**src/include/dif_map.svh**
```systemverilog
// Register map, field positions, reset values and timing counts
`ifndef DIF_MAP_SVH
`define DIF_MAP_SVH
// ****************************************
// Register byte offsets
// ****************************************
`define DIF_CTRL 8'h00
`define DIF_PCFG 8'h04
`define DIF_PMAX 8'h08
`define DIF_CNTV 8'h0c
`define DIF_AFUN 8'h10
`define DIF_AMIN 8'h14
`define DIF_AMAX 8'h18
`define DIF_WOBD 8'h1c
`define DIF_CATP 8'h20
`define DIF_REFH 8'h24
`define DIF_FRQH 8'h28
`define DIF_STAT 8'h2c
`define DIF_AOUT 8'h30
`define DIF_POUT 8'h34
// ****************************************
// Control fields and reset values
// ****************************************
`define DIF_B_FRZREF 0
`define DIF_B_FRZOUT 1
`define DIF_B_MULTI 2
`define DIF_B_EXTPRE 3
`define DIF_RST_AMAX 16'h2710
`define DIF_RST_PMAX 16'h03e8
`define DIF_REF_MAX 16'h03e8
// ****************************************
// Digital input pin positions
// ****************************************
`define DIF_NIN 18
// Idle pin levels: stop-type pins and the accurate halt pin rest high
`define DIF_IN_IDLE 18'h0100f
`define DIF_IN_COAST 0
`define DIF_IN_QUICK 1
`define DIF_IN_DCBRK 2
`define DIF_IN_STOP 3
`define DIF_IN_INC 4
`define DIF_IN_DEC 5
`define DIF_IN_CATCH 6
`define DIF_IN_SLOW 7
`define DIF_IN_RAMP 8
`define DIF_IN_PLSB 9
`define DIF_IN_PMSB 10
`define DIF_IN_PON 11
`define DIF_IN_HALT 12
`define DIF_IN_SLSB 13
`define DIF_IN_SMSB 14
`define DIF_IN_RSTART 15
`define DIF_IN_TRKA 16
`define DIF_IN_TRKB 17
// ****************************************
// Timing
// ****************************************
`define DIF_CLK_HZ 32'h00989680
`define DIF_MS_PER_S 32'h000003e8
`define DIF_PULSE_MIN_MS 5'h0e
`define DIF_GATE_MS 8'h64
`define DIF_HZ_PER_GATE (`DIF_MS_PER_S / 32'h00000064)
`endif

```
**src/include/dif_pkg.sv**
```systemverilog
// Types shared by the input function decoder
package dif_pkg;
   typedef enum logic [3:0] {
      DIF_AIN_OFF = 4'h0,
      DIF_AIN_REF = 4'h1,
      DIF_AIN_FB = 4'h2,
      DIF_AIN_WOB = 4'ha
   } dif_ain_t;
   typedef enum logic [2:0] {
      DIF_P_OFF = 3'h0,
      DIF_P_PREF = 3'h1,
      DIF_P_PFB = 3'h2,
      DIF_P_PCNT = 3'h3,
      DIF_P_EREF = 3'h4,
      DIF_P_EFB = 3'h5,
      DIF_P_ECNT = 3'h6
   } dif_pfun_t;
   typedef enum logic [1:0] {
      DIF_D_IDLE = 2'b00,
      DIF_D_RUN = 2'b01,
      DIF_D_DONE = 2'b10
   } dif_div_t;
endpackage

```
**src/rtl/dif_decoder.sv**
```systemverilog
// Digital input function decoder with analogue input scaling
//
// Added by the designer: the placing of the registers and the APB register port.
`timescale 1ns/1ps
`default_nettype none
`include "dif_map.svh"
//
// Function
// - Output-frequency hold blocks ordinary stop; coast, quick, DC-brake still act.
// - Up/down inputs act only while a hold function is selected.
// - Increment raises, decrement lowers; both together lowers.
// - Up/down frequency changes use the second ramp set.
// - Up/down pulse needs 14 ms high, 14 ms low; step 0.1 % or 0.1 Hz.
// - Held reference changes while stopped and survives mains loss; here reset clears refHeld and software reloads it.
// - Catch-up adds, slow-down subtracts programmed percent; both means subtract.
// - Ramp input low picks ramp set one, high picks set two.
// - Two preset bits form binary index for presets one to four.
// - Preset-enable picks preset over remote only in external/preset mode.
// - Pulse/encoder reference maps 0 Hz to min, max pulse to max.
// - Pulse/encoder feedback takes max pulse frequency as full scale.
// - Count mode counts pulses and starts precise stop at counter value.
// - Accurate halt input low ramps motor down on selected ramp.
// - Setup bits pick one of four setups only in multi-setup.
// - Reset-and-start clears alarm and ramps up to preset reference.
// - Encoder modes decode quadrature with direction, A on first input.
// - Voltage input code 0 ignore, 1 reference, 2 feedback, 10 wobble.
// - Several reference sources are added together.
// - Wobble mode: full input equals configured wobble delta.
// - Voltage input maps linearly from min scaling to max scaling.
module dif_decoder #(
   parameter int unsigned MS_CYCLES = `DIF_CLK_HZ / `DIF_MS_PER_S
) (
   input wire logic clk,
   input wire logic reset,
   input wire logic psel,
   input wire logic penable,
   input wire logic pwrite,
   input wire logic [7:0] paddr,
   input wire logic [31:0] pwdata,
   output logic [31:0] prdata,
   output logic pready,
   output logic pslverr,
   input wire logic [17:0] dIn,
   input wire logic [13:0] ainMv,
   output logic coastCmd,
   output logic quickCmd,
   output logic dcBrakeCmd,
   output logic rampStopCmd,
   output logic rampSet2,
   output logic [1:0] presetIdx,
   output logic usePreset,
   output logic [1:0] setupIdx,
   output logic alarmReset,
   output logic runPreset,
   output logic [15:0] refHeld,
   output logic [15:0] freqHeld,
   output logic signed [8:0] refTrim,
   output logic [16:0] refSum,
   output logic [15:0] feedback,
   output logic [15:0] wobbleOut
);
   localparam logic [13:0] MS_LAST = 14'(MS_CYCLES - 1);
   localparam logic [4:0] THR = `DIF_PULSE_MIN_MS;
   localparam logic [15:0] HZ_MUL = 16'(`DIF_HZ_PER_GATE);

   function automatic logic [15:0] sat16(input logic [16:0] v);
      sat16 = v[16] ? 16'hffff : v[15:0];
   endfunction

   // ****************************************
   // APB registers
   // ****************************************
   logic [3:0] ctrl_reg;
   dif_pkg::dif_pfun_t pfun_reg;
   dif_pkg::dif_ain_t afun_reg;
   logic [15:0] pMax_reg, cntVal_reg, aMin_reg, aMax_reg, wobD_reg;
   logic [7:0] catPct_reg;
   logic cntHalt_reg, haltReq;
   logic signed [15:0] posCnt_reg;
   logic [15:0] ainFrac_reg, pulseFrac_reg;
   wire access = psel & penable;
   wire wrEn = access & pwrite & pready;
   wire frzRef = ctrl_reg[`DIF_B_FRZREF];
   wire frzOut = ctrl_reg[`DIF_B_FRZOUT];
   wire mapped = paddr[1:0] == 2'b00 && paddr <= `DIF_POUT;
   wire refWr = wrEn && paddr == `DIF_REFH;
   wire frqWr = wrEn && paddr == `DIF_FRQH;
   wire cntWr = wrEn && paddr == `DIF_CNTV;
   logic [31:0] rdMux;
   always_comb begin
      case (paddr)
         `DIF_CTRL: rdMux = {28'h0000000, ctrl_reg};
         `DIF_PCFG: rdMux = {29'h00000000, pfun_reg};
         `DIF_PMAX: rdMux = {16'h0000, pMax_reg};
         `DIF_CNTV: rdMux = {16'h0000, cntVal_reg};
         `DIF_AFUN: rdMux = {28'h0000000, afun_reg};
         `DIF_AMIN: rdMux = {16'h0000, aMin_reg};
         `DIF_AMAX: rdMux = {16'h0000, aMax_reg};
         `DIF_WOBD: rdMux = {16'h0000, wobD_reg};
         `DIF_CATP: rdMux = {24'h000000, catPct_reg};
         `DIF_REFH: rdMux = {16'h0000, refHeld};
         `DIF_FRQH: rdMux = {16'h0000, freqHeld};
         `DIF_STAT: rdMux = {posCnt_reg, 9'h000, cntHalt_reg, setupIdx,
                             presetIdx, rampSet2, haltReq};
         `DIF_AOUT: rdMux = {16'h0000, ainFrac_reg};
         `DIF_POUT: rdMux = {16'h0000, pulseFrac_reg};
         default: rdMux = 32'h00000000;
      endcase
   end

   // One wait state: pready rises in the second access cycle
   always_ff @(posedge clk or posedge reset) begin
      if (reset) begin
         pready <= 1'b0;
         pslverr <= 1'b0;
         prdata <= 32'h00000000;
      end else begin
         pready <= access & ~pready;
         pslverr <= access & ~pready & ~mapped;
         prdata <= (access & ~pready & ~pwrite) ? rdMux : 32'h00000000;
      end
   end

   always_ff @(posedge clk or posedge reset) begin
      if (reset) begin
         ctrl_reg <= 4'h0;
         pfun_reg <= dif_pkg::DIF_P_OFF;
         afun_reg <= dif_pkg::DIF_AIN_OFF;
         pMax_reg <= `DIF_RST_PMAX;
         cntVal_reg <= 16'h0000;
         aMin_reg <= 16'h0000;
         aMax_reg <= `DIF_RST_AMAX;
         wobD_reg <= 16'h0000;
         catPct_reg <= 8'h00;
      end else if (wrEn) begin
         case (paddr)
            `DIF_CTRL: ctrl_reg <= pwdata[3:0];
            `DIF_PCFG: pfun_reg <= dif_pkg::dif_pfun_t'(pwdata[2:0]);
            `DIF_PMAX: pMax_reg <= pwdata[15:0];
            `DIF_CNTV: cntVal_reg <= pwdata[15:0];
            `DIF_AFUN: afun_reg <= dif_pkg::dif_ain_t'(pwdata[3:0]);
            `DIF_AMIN: aMin_reg <= pwdata[15:0];
            `DIF_AMAX: aMax_reg <= pwdata[15:0];
            `DIF_WOBD: wobD_reg <= pwdata[15:0];
            `DIF_CATP: catPct_reg <= pwdata[7:0];
            default: ;
         endcase
      end
   end

   // ****************************************
   // Input synchronisers and millisecond base
   // ****************************************
   logic [17:0] syncA_reg, syncB_reg, prev_reg;
   logic [13:0] msCnt_reg;
   wire msTick = msCnt_reg == MS_LAST;
   always_ff @(posedge clk or posedge reset) begin
      if (reset) begin
         // Idle levels, so no stop pulse or false edge follows reset
         syncA_reg <= `DIF_IN_IDLE;
         syncB_reg <= `DIF_IN_IDLE;
         prev_reg <= `DIF_IN_IDLE;
         msCnt_reg <= 14'h0000;
      end else begin
         syncA_reg <= dIn;
         syncB_reg <= syncA_reg;
         prev_reg <= syncB_reg;
         msCnt_reg <= msTick ? 14'h0000 : msCnt_reg + 14'h0001;
      end
   end
   wire aRise = syncB_reg[`DIF_IN_TRKA] & ~prev_reg[`DIF_IN_TRKA];
   wire rsRise = syncB_reg[`DIF_IN_RSTART] & ~prev_reg[`DIF_IN_RSTART];

   // ****************************************
   // Up/down pulse qualifiers (0 = inc, 1 = dec)
   // ****************************************
   logic [4:0] hiMs_reg [2];
   logic [4:0] loMs_reg [2];
   logic [1:0] arm_reg, udPulse_reg;
   for (genvar k = 0; k < 2; k++) begin : g_qual
      wire lvl = syncB_reg[`DIF_IN_INC + k];
      always_ff @(posedge clk or posedge reset) begin
         if (reset) begin
            hiMs_reg[k] <= 5'h00;
            loMs_reg[k] <= 5'h00;
            arm_reg[k] <= 1'b0;
            udPulse_reg[k] <= 1'b0;
         end else if (lvl) begin
            loMs_reg[k] <= 5'h00;
            udPulse_reg[k] <= 1'b0;
            if (msTick && hiMs_reg[k] != THR) begin
               hiMs_reg[k] <= hiMs_reg[k] + 5'h01;
            end
         end else begin
            hiMs_reg[k] <= 5'h00;
            udPulse_reg[k] <= arm_reg[k] && loMs_reg[k] == THR;
            if (hiMs_reg[k] == THR) begin
               arm_reg[k] <= 1'b1;
            end else if (loMs_reg[k] == THR) begin
               arm_reg[k] <= 1'b0;
            end
            if (msTick && loMs_reg[k] != THR) begin
               loMs_reg[k] <= loMs_reg[k] + 5'h01;
            end
         end
      end
   end

   // ****************************************
   // Held reference and held output frequency
   // ****************************************
   wire decLvl = syncB_reg[`DIF_IN_DEC];
   wire stepDn = udPulse_reg[1] | (udPulse_reg[0] & decLvl);
   wire stepUp = udPulse_reg[0] & ~decLvl & ~udPulse_reg[1];
   wire refUp = frzRef & stepUp & refHeld < `DIF_REF_MAX;
   wire refDn = frzRef & stepDn & refHeld != 16'h0000;
   wire frqUp = frzOut & stepUp & freqHeld != 16'hffff;
   wire frqDn = frzOut & stepDn & freqHeld != 16'h0000;
   // Held reference is reloaded by software after a mains loss
   always_ff @(posedge clk or posedge reset) begin
      if (reset) begin
         refHeld <= 16'h0000;
         freqHeld <= 16'h0000;
      end else begin
         if (refWr) begin
            refHeld <= pwdata[15:0];
         end else if (refUp | refDn) begin
            refHeld <= refUp ? refHeld + 16'h0001 : refHeld - 16'h0001;
         end
         if (frqWr) begin
            freqHeld <= pwdata[15:0];
         end else if (frqUp | frqDn) begin
            freqHeld <= frqUp ? freqHeld + 16'h0001 : freqHeld - 16'h0001;
         end
      end
   end

   // ****************************************
   // Pulse, encoder and counter inputs
   // ****************************************
   wire encMode = pfun_reg == dif_pkg::DIF_P_EREF ||
                  pfun_reg == dif_pkg::DIF_P_EFB ||
                  pfun_reg == dif_pkg::DIF_P_ECNT;
   wire cntMode = pfun_reg == dif_pkg::DIF_P_PCNT ||
                  pfun_reg == dif_pkg::DIF_P_ECNT;
   wire dirDn = encMode & syncB_reg[`DIF_IN_TRKB];
   wire signed [15:0] posNext = dirDn ? posCnt_reg - 16'sh0001
                                      : posCnt_reg + 16'sh0001;
   wire cntHit = cntMode && aRise && cntVal_reg != 16'h0000 &&
                 posNext == $signed(cntVal_reg);
   logic [7:0] gateMs_reg;
   logic [15:0] edgeCnt_reg, pulseHz_reg;
   wire gateEnd = msTick && gateMs_reg == `DIF_GATE_MS - 8'h01;
   always_ff @(posedge clk or posedge reset) begin
      if (reset) begin
         posCnt_reg <= 16'sh0000;
         cntHalt_reg <= 1'b0;
      end else begin
         if (cntWr) begin
            posCnt_reg <= 16'sh0000;
         end else if (cntMode && aRise) begin
            posCnt_reg <= posNext;
         end
         // A hit in the clearing cycle still raises the halt
         cntHalt_reg <= cntHit | (cntHalt_reg & ~cntWr);
      end
   end
   always_ff @(posedge clk or posedge reset) begin
      if (reset) begin
         gateMs_reg <= 8'h00;
         edgeCnt_reg <= 16'h0000;
         pulseHz_reg <= 16'h0000;
      end else begin
         if (msTick) begin
            gateMs_reg <= gateEnd ? 8'h00 : gateMs_reg + 8'h01;
         end
         if (gateEnd) begin
            edgeCnt_reg <= {15'h0000, aRise};
            pulseHz_reg <= sat16(17'(edgeCnt_reg * HZ_MUL));
         end else if (aRise && edgeCnt_reg != 16'h1999) begin
            edgeCnt_reg <= edgeCnt_reg + 16'h0001;
         end
      end
   end

   // ****************************************
   // Shared serial divider: fraction num/den in Q16
   // ****************************************
   dif_pkg::dif_div_t divSt_reg;
   logic job_reg;
   logic [16:0] rem_reg;
   logic [15:0] quo_reg, den_reg;
   logic [4:0] bit_reg;
   wire [15:0] aNum = ({2'b00, ainMv} > aMin_reg) ?
                      {2'b00, ainMv} - aMin_reg : 16'h0000;
   wire [15:0] aDen = aMax_reg > aMin_reg ? aMax_reg - aMin_reg : 16'h0000;
   wire [15:0] num = job_reg ? pulseHz_reg : aNum;
   wire [15:0] den = job_reg ? pMax_reg : aDen;
   wire [16:0] remSh = {rem_reg[15:0], 1'b0};
   wire remGe = remSh >= {1'b0, den_reg};
   always_ff @(posedge clk or posedge reset) begin
      if (reset) begin
         divSt_reg <= dif_pkg::DIF_D_IDLE;
         job_reg <= 1'b0;
         rem_reg <= 17'h00000;
         quo_reg <= 16'h0000;
         den_reg <= 16'h0000;
         bit_reg <= 5'h00;
      end else begin
         case (divSt_reg)
            dif_pkg::DIF_D_IDLE: begin
               den_reg <= den;
               rem_reg <= {1'b0, num};
               bit_reg <= 5'h10;
               quo_reg <= (den == 16'h0000) ? 16'h0000 : 16'hffff;
               divSt_reg <= (den != 16'h0000 && num < den) ?
                            dif_pkg::DIF_D_RUN : dif_pkg::DIF_D_DONE;
            end
            dif_pkg::DIF_D_RUN: begin
               rem_reg <= remGe ? remSh - {1'b0, den_reg} : remSh;
               quo_reg <= {quo_reg[14:0], remGe};
               bit_reg <= bit_reg - 5'h01;
               if (bit_reg == 5'h01) begin
                  divSt_reg <= dif_pkg::DIF_D_DONE;
               end
            end
            dif_pkg::DIF_D_DONE: begin
               job_reg <= ~job_reg;
               divSt_reg <= dif_pkg::DIF_D_IDLE;
            end
            default: divSt_reg <= dif_pkg::DIF_D_IDLE;
         endcase
      end
   end
   always_ff @(posedge clk or posedge reset) begin
      if (reset) begin
         ainFrac_reg <= 16'h0000;
         pulseFrac_reg <= 16'h0000;
      end else if (divSt_reg == dif_pkg::DIF_D_DONE) begin
         if (job_reg) begin
            pulseFrac_reg <= quo_reg;
         end else begin
            ainFrac_reg <= quo_reg;
         end
      end
   end

   // ****************************************
   // Command and reference outputs
   // ****************************************
   wire pRef = pfun_reg == dif_pkg::DIF_P_PREF ||
               pfun_reg == dif_pkg::DIF_P_EREF;
   wire pFb = pfun_reg == dif_pkg::DIF_P_PFB ||
              pfun_reg == dif_pkg::DIF_P_EFB;
   wire aRef = afun_reg == dif_pkg::DIF_AIN_REF;
   wire aFb = afun_reg == dif_pkg::DIF_AIN_FB;
   wire aWob = afun_reg == dif_pkg::DIF_AIN_WOB;
   // Weight by fraction plus one so a full input yields the whole delta
   wire [31:0] wobProd = ainFrac_reg * wobD_reg + {16'h0000, wobD_reg};
   assign haltReq = ~syncB_reg[`DIF_IN_HALT] | cntHalt_reg;
   wire stopReq = ~syncB_reg[`DIF_IN_STOP] & ~frzOut;
   wire catchLvl = syncB_reg[`DIF_IN_CATCH];
   wire slowLvl = syncB_reg[`DIF_IN_SLOW];
   wire signed [8:0] pct = $signed({1'b0, catPct_reg});
   wire signed [8:0] trimNext = slowLvl ? -pct : (catchLvl ? pct : 9'sh000);
   wire [1:0] setupPins = {syncB_reg[`DIF_IN_SMSB], syncB_reg[`DIF_IN_SLSB]};
   always_ff @(posedge clk or posedge reset) begin
      if (reset) begin
         coastCmd <= 1'b0;
         quickCmd <= 1'b0;
         dcBrakeCmd <= 1'b0;
         rampStopCmd <= 1'b0;
         rampSet2 <= 1'b0;
         presetIdx <= 2'b00;
         usePreset <= 1'b0;
         setupIdx <= 2'b00;
         alarmReset <= 1'b0;
         runPreset <= 1'b0;
         refTrim <= 9'sh000;
      end else begin
         coastCmd <= ~syncB_reg[`DIF_IN_COAST];
         quickCmd <= ~syncB_reg[`DIF_IN_QUICK];
         dcBrakeCmd <= ~syncB_reg[`DIF_IN_DCBRK];
         rampStopCmd <= stopReq | haltReq;
         rampSet2 <= syncB_reg[`DIF_IN_RAMP] | frzOut;
         presetIdx <= {syncB_reg[`DIF_IN_PMSB],
                       syncB_reg[`DIF_IN_PLSB]};
         usePreset <= ctrl_reg[`DIF_B_EXTPRE] &
                      syncB_reg[`DIF_IN_PON];
         setupIdx <= ctrl_reg[`DIF_B_MULTI] ? setupPins : setupIdx;
         alarmReset <= rsRise;
         runPreset <= syncB_reg[`DIF_IN_RSTART];
         refTrim <= trimNext;
      end
   end
   always_ff @(posedge clk or posedge reset) begin
      if (reset) begin
         refSum <= 17'h00000;
         feedback <= 16'h0000;
         wobbleOut <= 16'h0000;
      end else begin
         refSum <= (aRef ? {1'b0, ainFrac_reg} : 17'h00000) +
                   (pRef ? {1'b0, pulseFrac_reg} : 17'h00000);
         feedback <= aFb ? ainFrac_reg :
                     (pFb ? pulseFrac_reg : 16'h0000);
         wobbleOut <= aWob ? wobProd[31:16] : 16'h0000;
      end
   end
endmodule
`default_nettype wire

```
**config.mk**
```make
export PLATFORM = sky130hd
export DESIGN_NAME = dif_decoder
export DESIGN_NICKNAME = d
export VERILOG_FILES = /design/src/include/dif_pkg.sv /design/src/rtl/dif_decoder.sv
export VERILOG_INCLUDE_DIRS = /design/src /design/src/include
export SDC_FILE = /design/constraint.sdc
export NUM_CORES = 2
export LEC_CHECK = 0
export BUFFER_PORTS_ARGS = -buffer_cell sky130_fd_sc_hd__buf_2
export CAP_MARGIN = 0
export CORE_MARGIN = 4
export CORE_UTILIZATION = 49
export CTS_CLUSTER_SIZE = 10
export DETAILED_ROUTE_END_ITERATION = 12
export GPL_ROUTABILITY_DRIVEN = 0
export PLACE_DENSITY = 0.64
export SYNTH_ARGS = -nofsm -noshare
export SYNTH_HDL_FRONTEND = slang
export SYNTH_SLANG_ARGS = --single-unit
```
**constraint.sdc**
```tcl
create_clock -name clk -period 15.2 [get_ports clk]
set_input_delay 0.76 -clock clk [delete_from_list [all_inputs] [get_ports clk]]
set_output_delay 0.76 -clock clk [all_outputs]
set_load 0.01 [all_outputs]
```
# Yosys cells after proc, flatten, opt, wreduce, memory -nomap -nowiden
# Index checks and enable logic that the tools add are counted.
# op_classes
add_sub_neg,20
mul,2
order_cmp,6
eq_ne,41
mux,49
bitwise,46
n_reduce_logical,51
# op_table
cell,count
$pmux W32 S14,1
$mux W16,23
$pmux W16 S2,2
$reduce_bool A16 Y1,4
$add A16 B1 Y16 const B,3
$eq A8 B6 Y1 const B,6
$mux W5,8
$add A32 B16 Y32,1
$eq A8 B5 Y1 const B,4
$mul A16 B16 Y32,1
$mux W32,1
$sub A16 B1 Y16 const B,2
$sub A16 B16 Y16,2
$reduce_and A2 Y1,13
$and A1 B1 Y1,23
$add A5 B1 Y5 const B,4
$eq A5 B4 Y1 const B,4
$ne A5 B4 Y1 const B,4
$reduce_bool A2 Y1,9
$add A16 B16 Y17,1
$ge A17 B16 Y1,1
$add A16 B2 Y16 const B,1
$eq A16 B16 Y1,1
$eq A8 B4 Y1 const B,2
other kinds (42),94
# totals
register_bits,471
input_bits,77

# Longest topological paths before layout
# logic_depth
depth_word,8
ltp_mapped,24
depth_no_buf,23

# Worst setup path after synthesis
# Ideal clock, no wire load.
# synth_timing
path_kind,register -> register
start,reg wobD_reg[15]
end,reg wobbleOut[15]
setup_ns,0.135
arrival_ns,6.329
required_ns,15.065
slack_ns,8.737
path_stages_with_launch,23
n_path_buf,2
period_less_slack_ns,6.463
path_cell_list,dfrtp_1 clkbuf_1 clkbuf_1 nand2_1 fa_1 fa_1 inv_1 fa_1 fa_1 fa_1 inv_1 fa_1 inv_1 ha_1 a21o_1 a211o_1 o21ai_0 nand3_1 a31oi_1 o21ai_1 a211oi_1 or3b_2 a31oi_1
# synth_via
elab_chain_len,3
# synth_lines
element,line,rtl
from (decl),dif_decoder.sv:76,"logic [15:0] pMax_reg, cntVal_reg, aMin_reg, aMax_reg, wobD_reg;"
from (signal assigned),dif_decoder.sv:144,`DIF_WOBD: wobD_reg <= pwdata[15:0];
$mul A16 B16 Y32,dif_decoder.sv:359,"wire [31:0] wobProd = ainFrac_reg * wobD_reg + {16'h0000, wobD_reg};"
$add A32 B16 Y32 (*),dif_decoder.sv:359,
$mux W16 (*),dif_decoder.sv:406,wobbleOut <= aWob ? wobProd[31:16] : 16'h0000;
to (signal assigned),dif_decoder.sv:406,
to (decl),dif_decoder.sv:60,output logic [15:0] wobbleOut
# Every way passes the cells marked *; elsewhere a longest branch is shown, timed or not.
# A chain may end at the register's enable or synchronous reset.

# Final worst setup path
# layout_timing
start,reg ainFrac_reg[7]
end,reg wobbleOut[15]
# layout_via
elab_chain_len,3
# layout_lines
element,line,rtl
from (decl),dif_decoder.sv:80,"logic [15:0] ainFrac_reg, pulseFrac_reg;"
from (signal assigned),dif_decoder.sv:343,ainFrac_reg <= quo_reg;
$mul A16 B16 Y32,dif_decoder.sv:359,
$add A32 B16 Y32,dif_decoder.sv:359,
$mux W16,dif_decoder.sv:406,
# No other way between the ends.

==> impl_metrics.ini <==
[timing]
slew_violations = 0
fin_crit_sh_pct = 49.2
fin_setup_tns_ns = 0
setup_slack_ns = 7.72
hold_ws_ns = 0.116
fin_crit_ns = 7.48
fin_skew_ns = 0.0414
rsz0062_at_grt = no
worstMarginPinSlew_ns = 1.18
fmax_mhz = 134
hold_violations = 0
relSlewSlack_pct = 21.5
setup_viol = 0

[routing]
wl_per_cell_um = 20.3
dr_wl_met3_mm = 6.59
drc = 0
avgViaCountPerCell = 5.70
wl_met2_mm = 43.1
first_iter_violations = 2008
first_pass_iters = 6
ant_nets = 0
top_layer_used = met4
vias = 26500
wirelength_mm = 94.1
wl_met1_mm = 40.7

[synth]
ys_ff_latch = 455
syn-instance-count = 3533
yosysSeqAreaShare_pct = 33.6
syn_avg_cell_area_um2 = 9.60
synth_edf_count = 0
syn_area_um2 = 33900
ys.flop_type = dfrtp_1
ys_async_sr_fraction_pct = 100
synth_warnings = 0
yosys.cell_types.count = 84
synth_nets = 4089

[setup_path]
crit_path_end_kind = flip-flop
worst_setup_path_start_kind = flip-flop
crit_buf_inv = 3
criticalPathCategory = reg2reg
slowest_stage = dfrtp_1
cp_slowest_stage_delay_ns = 1.00
worstPathArrival_ns = 8.02
crit_chain = nand2_1 -> fa_1 -> inv_1 -> fa_1 -> fa_1 -> fa_1 -> fa_1 -> inv_1 -> fa_1 -> inv_1 -> ha_1 -> nor3_1 -> nor4b_1 -> o2111ai_1 -> nand3_1 -> a31oi_1 -> o21ai_1 -> a211oi_1 -> or3b_2 -> a31oi_1
critical_path_required_ns = 15.73
critPathMaxFanout = 20
crit_path_frequent_cell = fa_1
critPathTopFamily = adder cells

[status]
status = completed

[grt]
grt_pass1_vias = 26100
grt_pass1_wl_mm = 149
grt.total_usage_pct = 25.4
grt_max_degree = 170
antenna_found_initial = 2
gr-total-overflow = 0

[power]
pwr-share-clk_pct = 37.7
switching_share_pct = 31.7
p_seq_share_pct = 41.0
power_switching_uw = 1090
power.internal_uw = 2340
powerDensity_nw_per_um2 = 91.4
power_frac_comb_pct = 21.3
ir_drop_uv = 91.1
static-leakage-power_uw = 0.0184

[floorplan]
coreArea_um2 = 68600
start_util_pct = 49.5
fp.dieH_um = 271
rows = 96
dieArea_um2 = 73500
ioPinCount = 213
die-width_um = 271

[finish]
fin_nets = 4224
area_growth_syn_to_layout_pct = 10.6
final_cell_mix = dfrtp_1 (434), nand2_1 (381), inv_1 (367)
layout-drive-gt1-share_pct = 13.4
largest_reg_flops = 32
layout_commonest_cell = dfrtp_1
antennaDiodeCount = 0
utilization_pct = 54.7

[clocking]
cts_hold_buf = 0
numCtsBuffers = 55
clk_pin_slew_ns = 0.06
cts_setup_buffers = 0
cts.sinks = 455
clk_latency_ns = 0.64
htree_levels = 2
cts_tree = yes
cts_buffer_depth = 3
ctsResizeCount = 0
root_buffer = clkbuf_16

[flow_run]
max-cap-violations = 0

[placement]
post-dp-hpwl_mm = 69.1
post-place-ws_ns = 7.62
io_buffers = 196

[hold_path]
hp-class = in2async
==> cell usage after synthesis (23+ instances only) <==
cell | number | area share, %
nor3_1 | 59 | 0.87
nand3_1 | 58 | 0.86
clkbuf_1 | 144 | 1.6
nand4_1 | 34 | 0.63
nor2_1 | 261 | 2.9
o21a_1 | 24 | 0.53
a21oi_1 | 176 | 2.6
and2_1 | 174 | 3.2
a21o_1 | 35 | 0.77
a22o_1 | 52 | 1.3
a22oi_1 | 28 | 0.62
inv_1 | 368 | 4.1
a211oi_1 | 23 | 0.51
or3_1 | 24 | 0.44
fa_1 | 216 | 13
nor2b_1 | 23 | 0.42
a31oi_1 | 32 | 0.59
a221oi_1 | 31 | 0.80
xor2_1 | 58 | 1.5
xnor2_1 | 102 | 2.6
ha_1 | 263 | 9.7
o21ai_0 | 89 | 1.3
mux2_2 | 120 | 4.0
dfrtp_1 | 434 | 32
nand2_1 | 381 | 4.2
==> final cells by class <==
cell class	instances	area (µm²)
Fill cell	6208	31000
Multi-Input combinational cell	2555	20600
Sequential cell	455	11400
Clock buffer	92	1580
Inverter	368	1390
Timing Repair Buffer	233	1270
Tap cell	931	1160
Clock inverter	8	164
==> logic make-up after synthesis <==
family	Yosys count	synth area share (%)
buf+inv	523	5.87
fa+ha+maj	479	22.4
flops	455	33.6
simple gates	1121	15.8
compound gates	654	13.5
xor+xnor	161	4.20
mux	140	4.57
==> final timing paths <==
| path | slack (ns) | cells past startpoint | to | startpoint |
|---|---|---|---|---|
| max | 7.72 | 20 | wobbleOut[15]$_DFF_PP0_ | ainFrac_reg[7]$_DFFE_PP0P_ |
| min | 0.12 | 2 | alarmReset$_DFF_PP0_ | reset |
| max reg2reg | 7.72 | 20 | wobbleOut[15]$_DFF_PP0_ | ainFrac_reg[7]$_DFFE_PP0P_ |
| min reg2reg | 0.34 | 0 | syncB_reg[16]$_DFF_PP0_ | syncA_reg[16]$_DFF_PP0_ |
| max in group asynchronous | 12.11 | 5 | prdata[24]$_DFF_PP0_ | reset |
| min in group clk | 0.21 | 1 | syncA_reg[3]$_DFF_PP1_ | dIn[3] |
==> power by group through the flow <==
stage                     registers, µW  clock network (µW)  logic (µW)
after floorplan                    1350                   0         583
after global placement             1420                   0         719
after detailed placement           1420                   0         726
after CTS                          1400                1330         733
after global routing               1420                1380         821
final                              1410                1290         731
==> metrics by stage <==
step	cells	instance area, µm²	total power, µW
final	4642	37500	3430
after global routing	4642	37500	3620
after CTS	4642	37500	3460
after detailed placement	4542	35800	2150
after global placement	4542	35800	2140
after floorplan	3533	33900	1930
==> layer usage <==
metal	global-route usage, %	vias up
li1	-	12400
met1	34.8	13000
met2	41.1	855
met3	4.60	223
met4	8.83	0
met5	0	-
(Power assumes the default switching activity.)
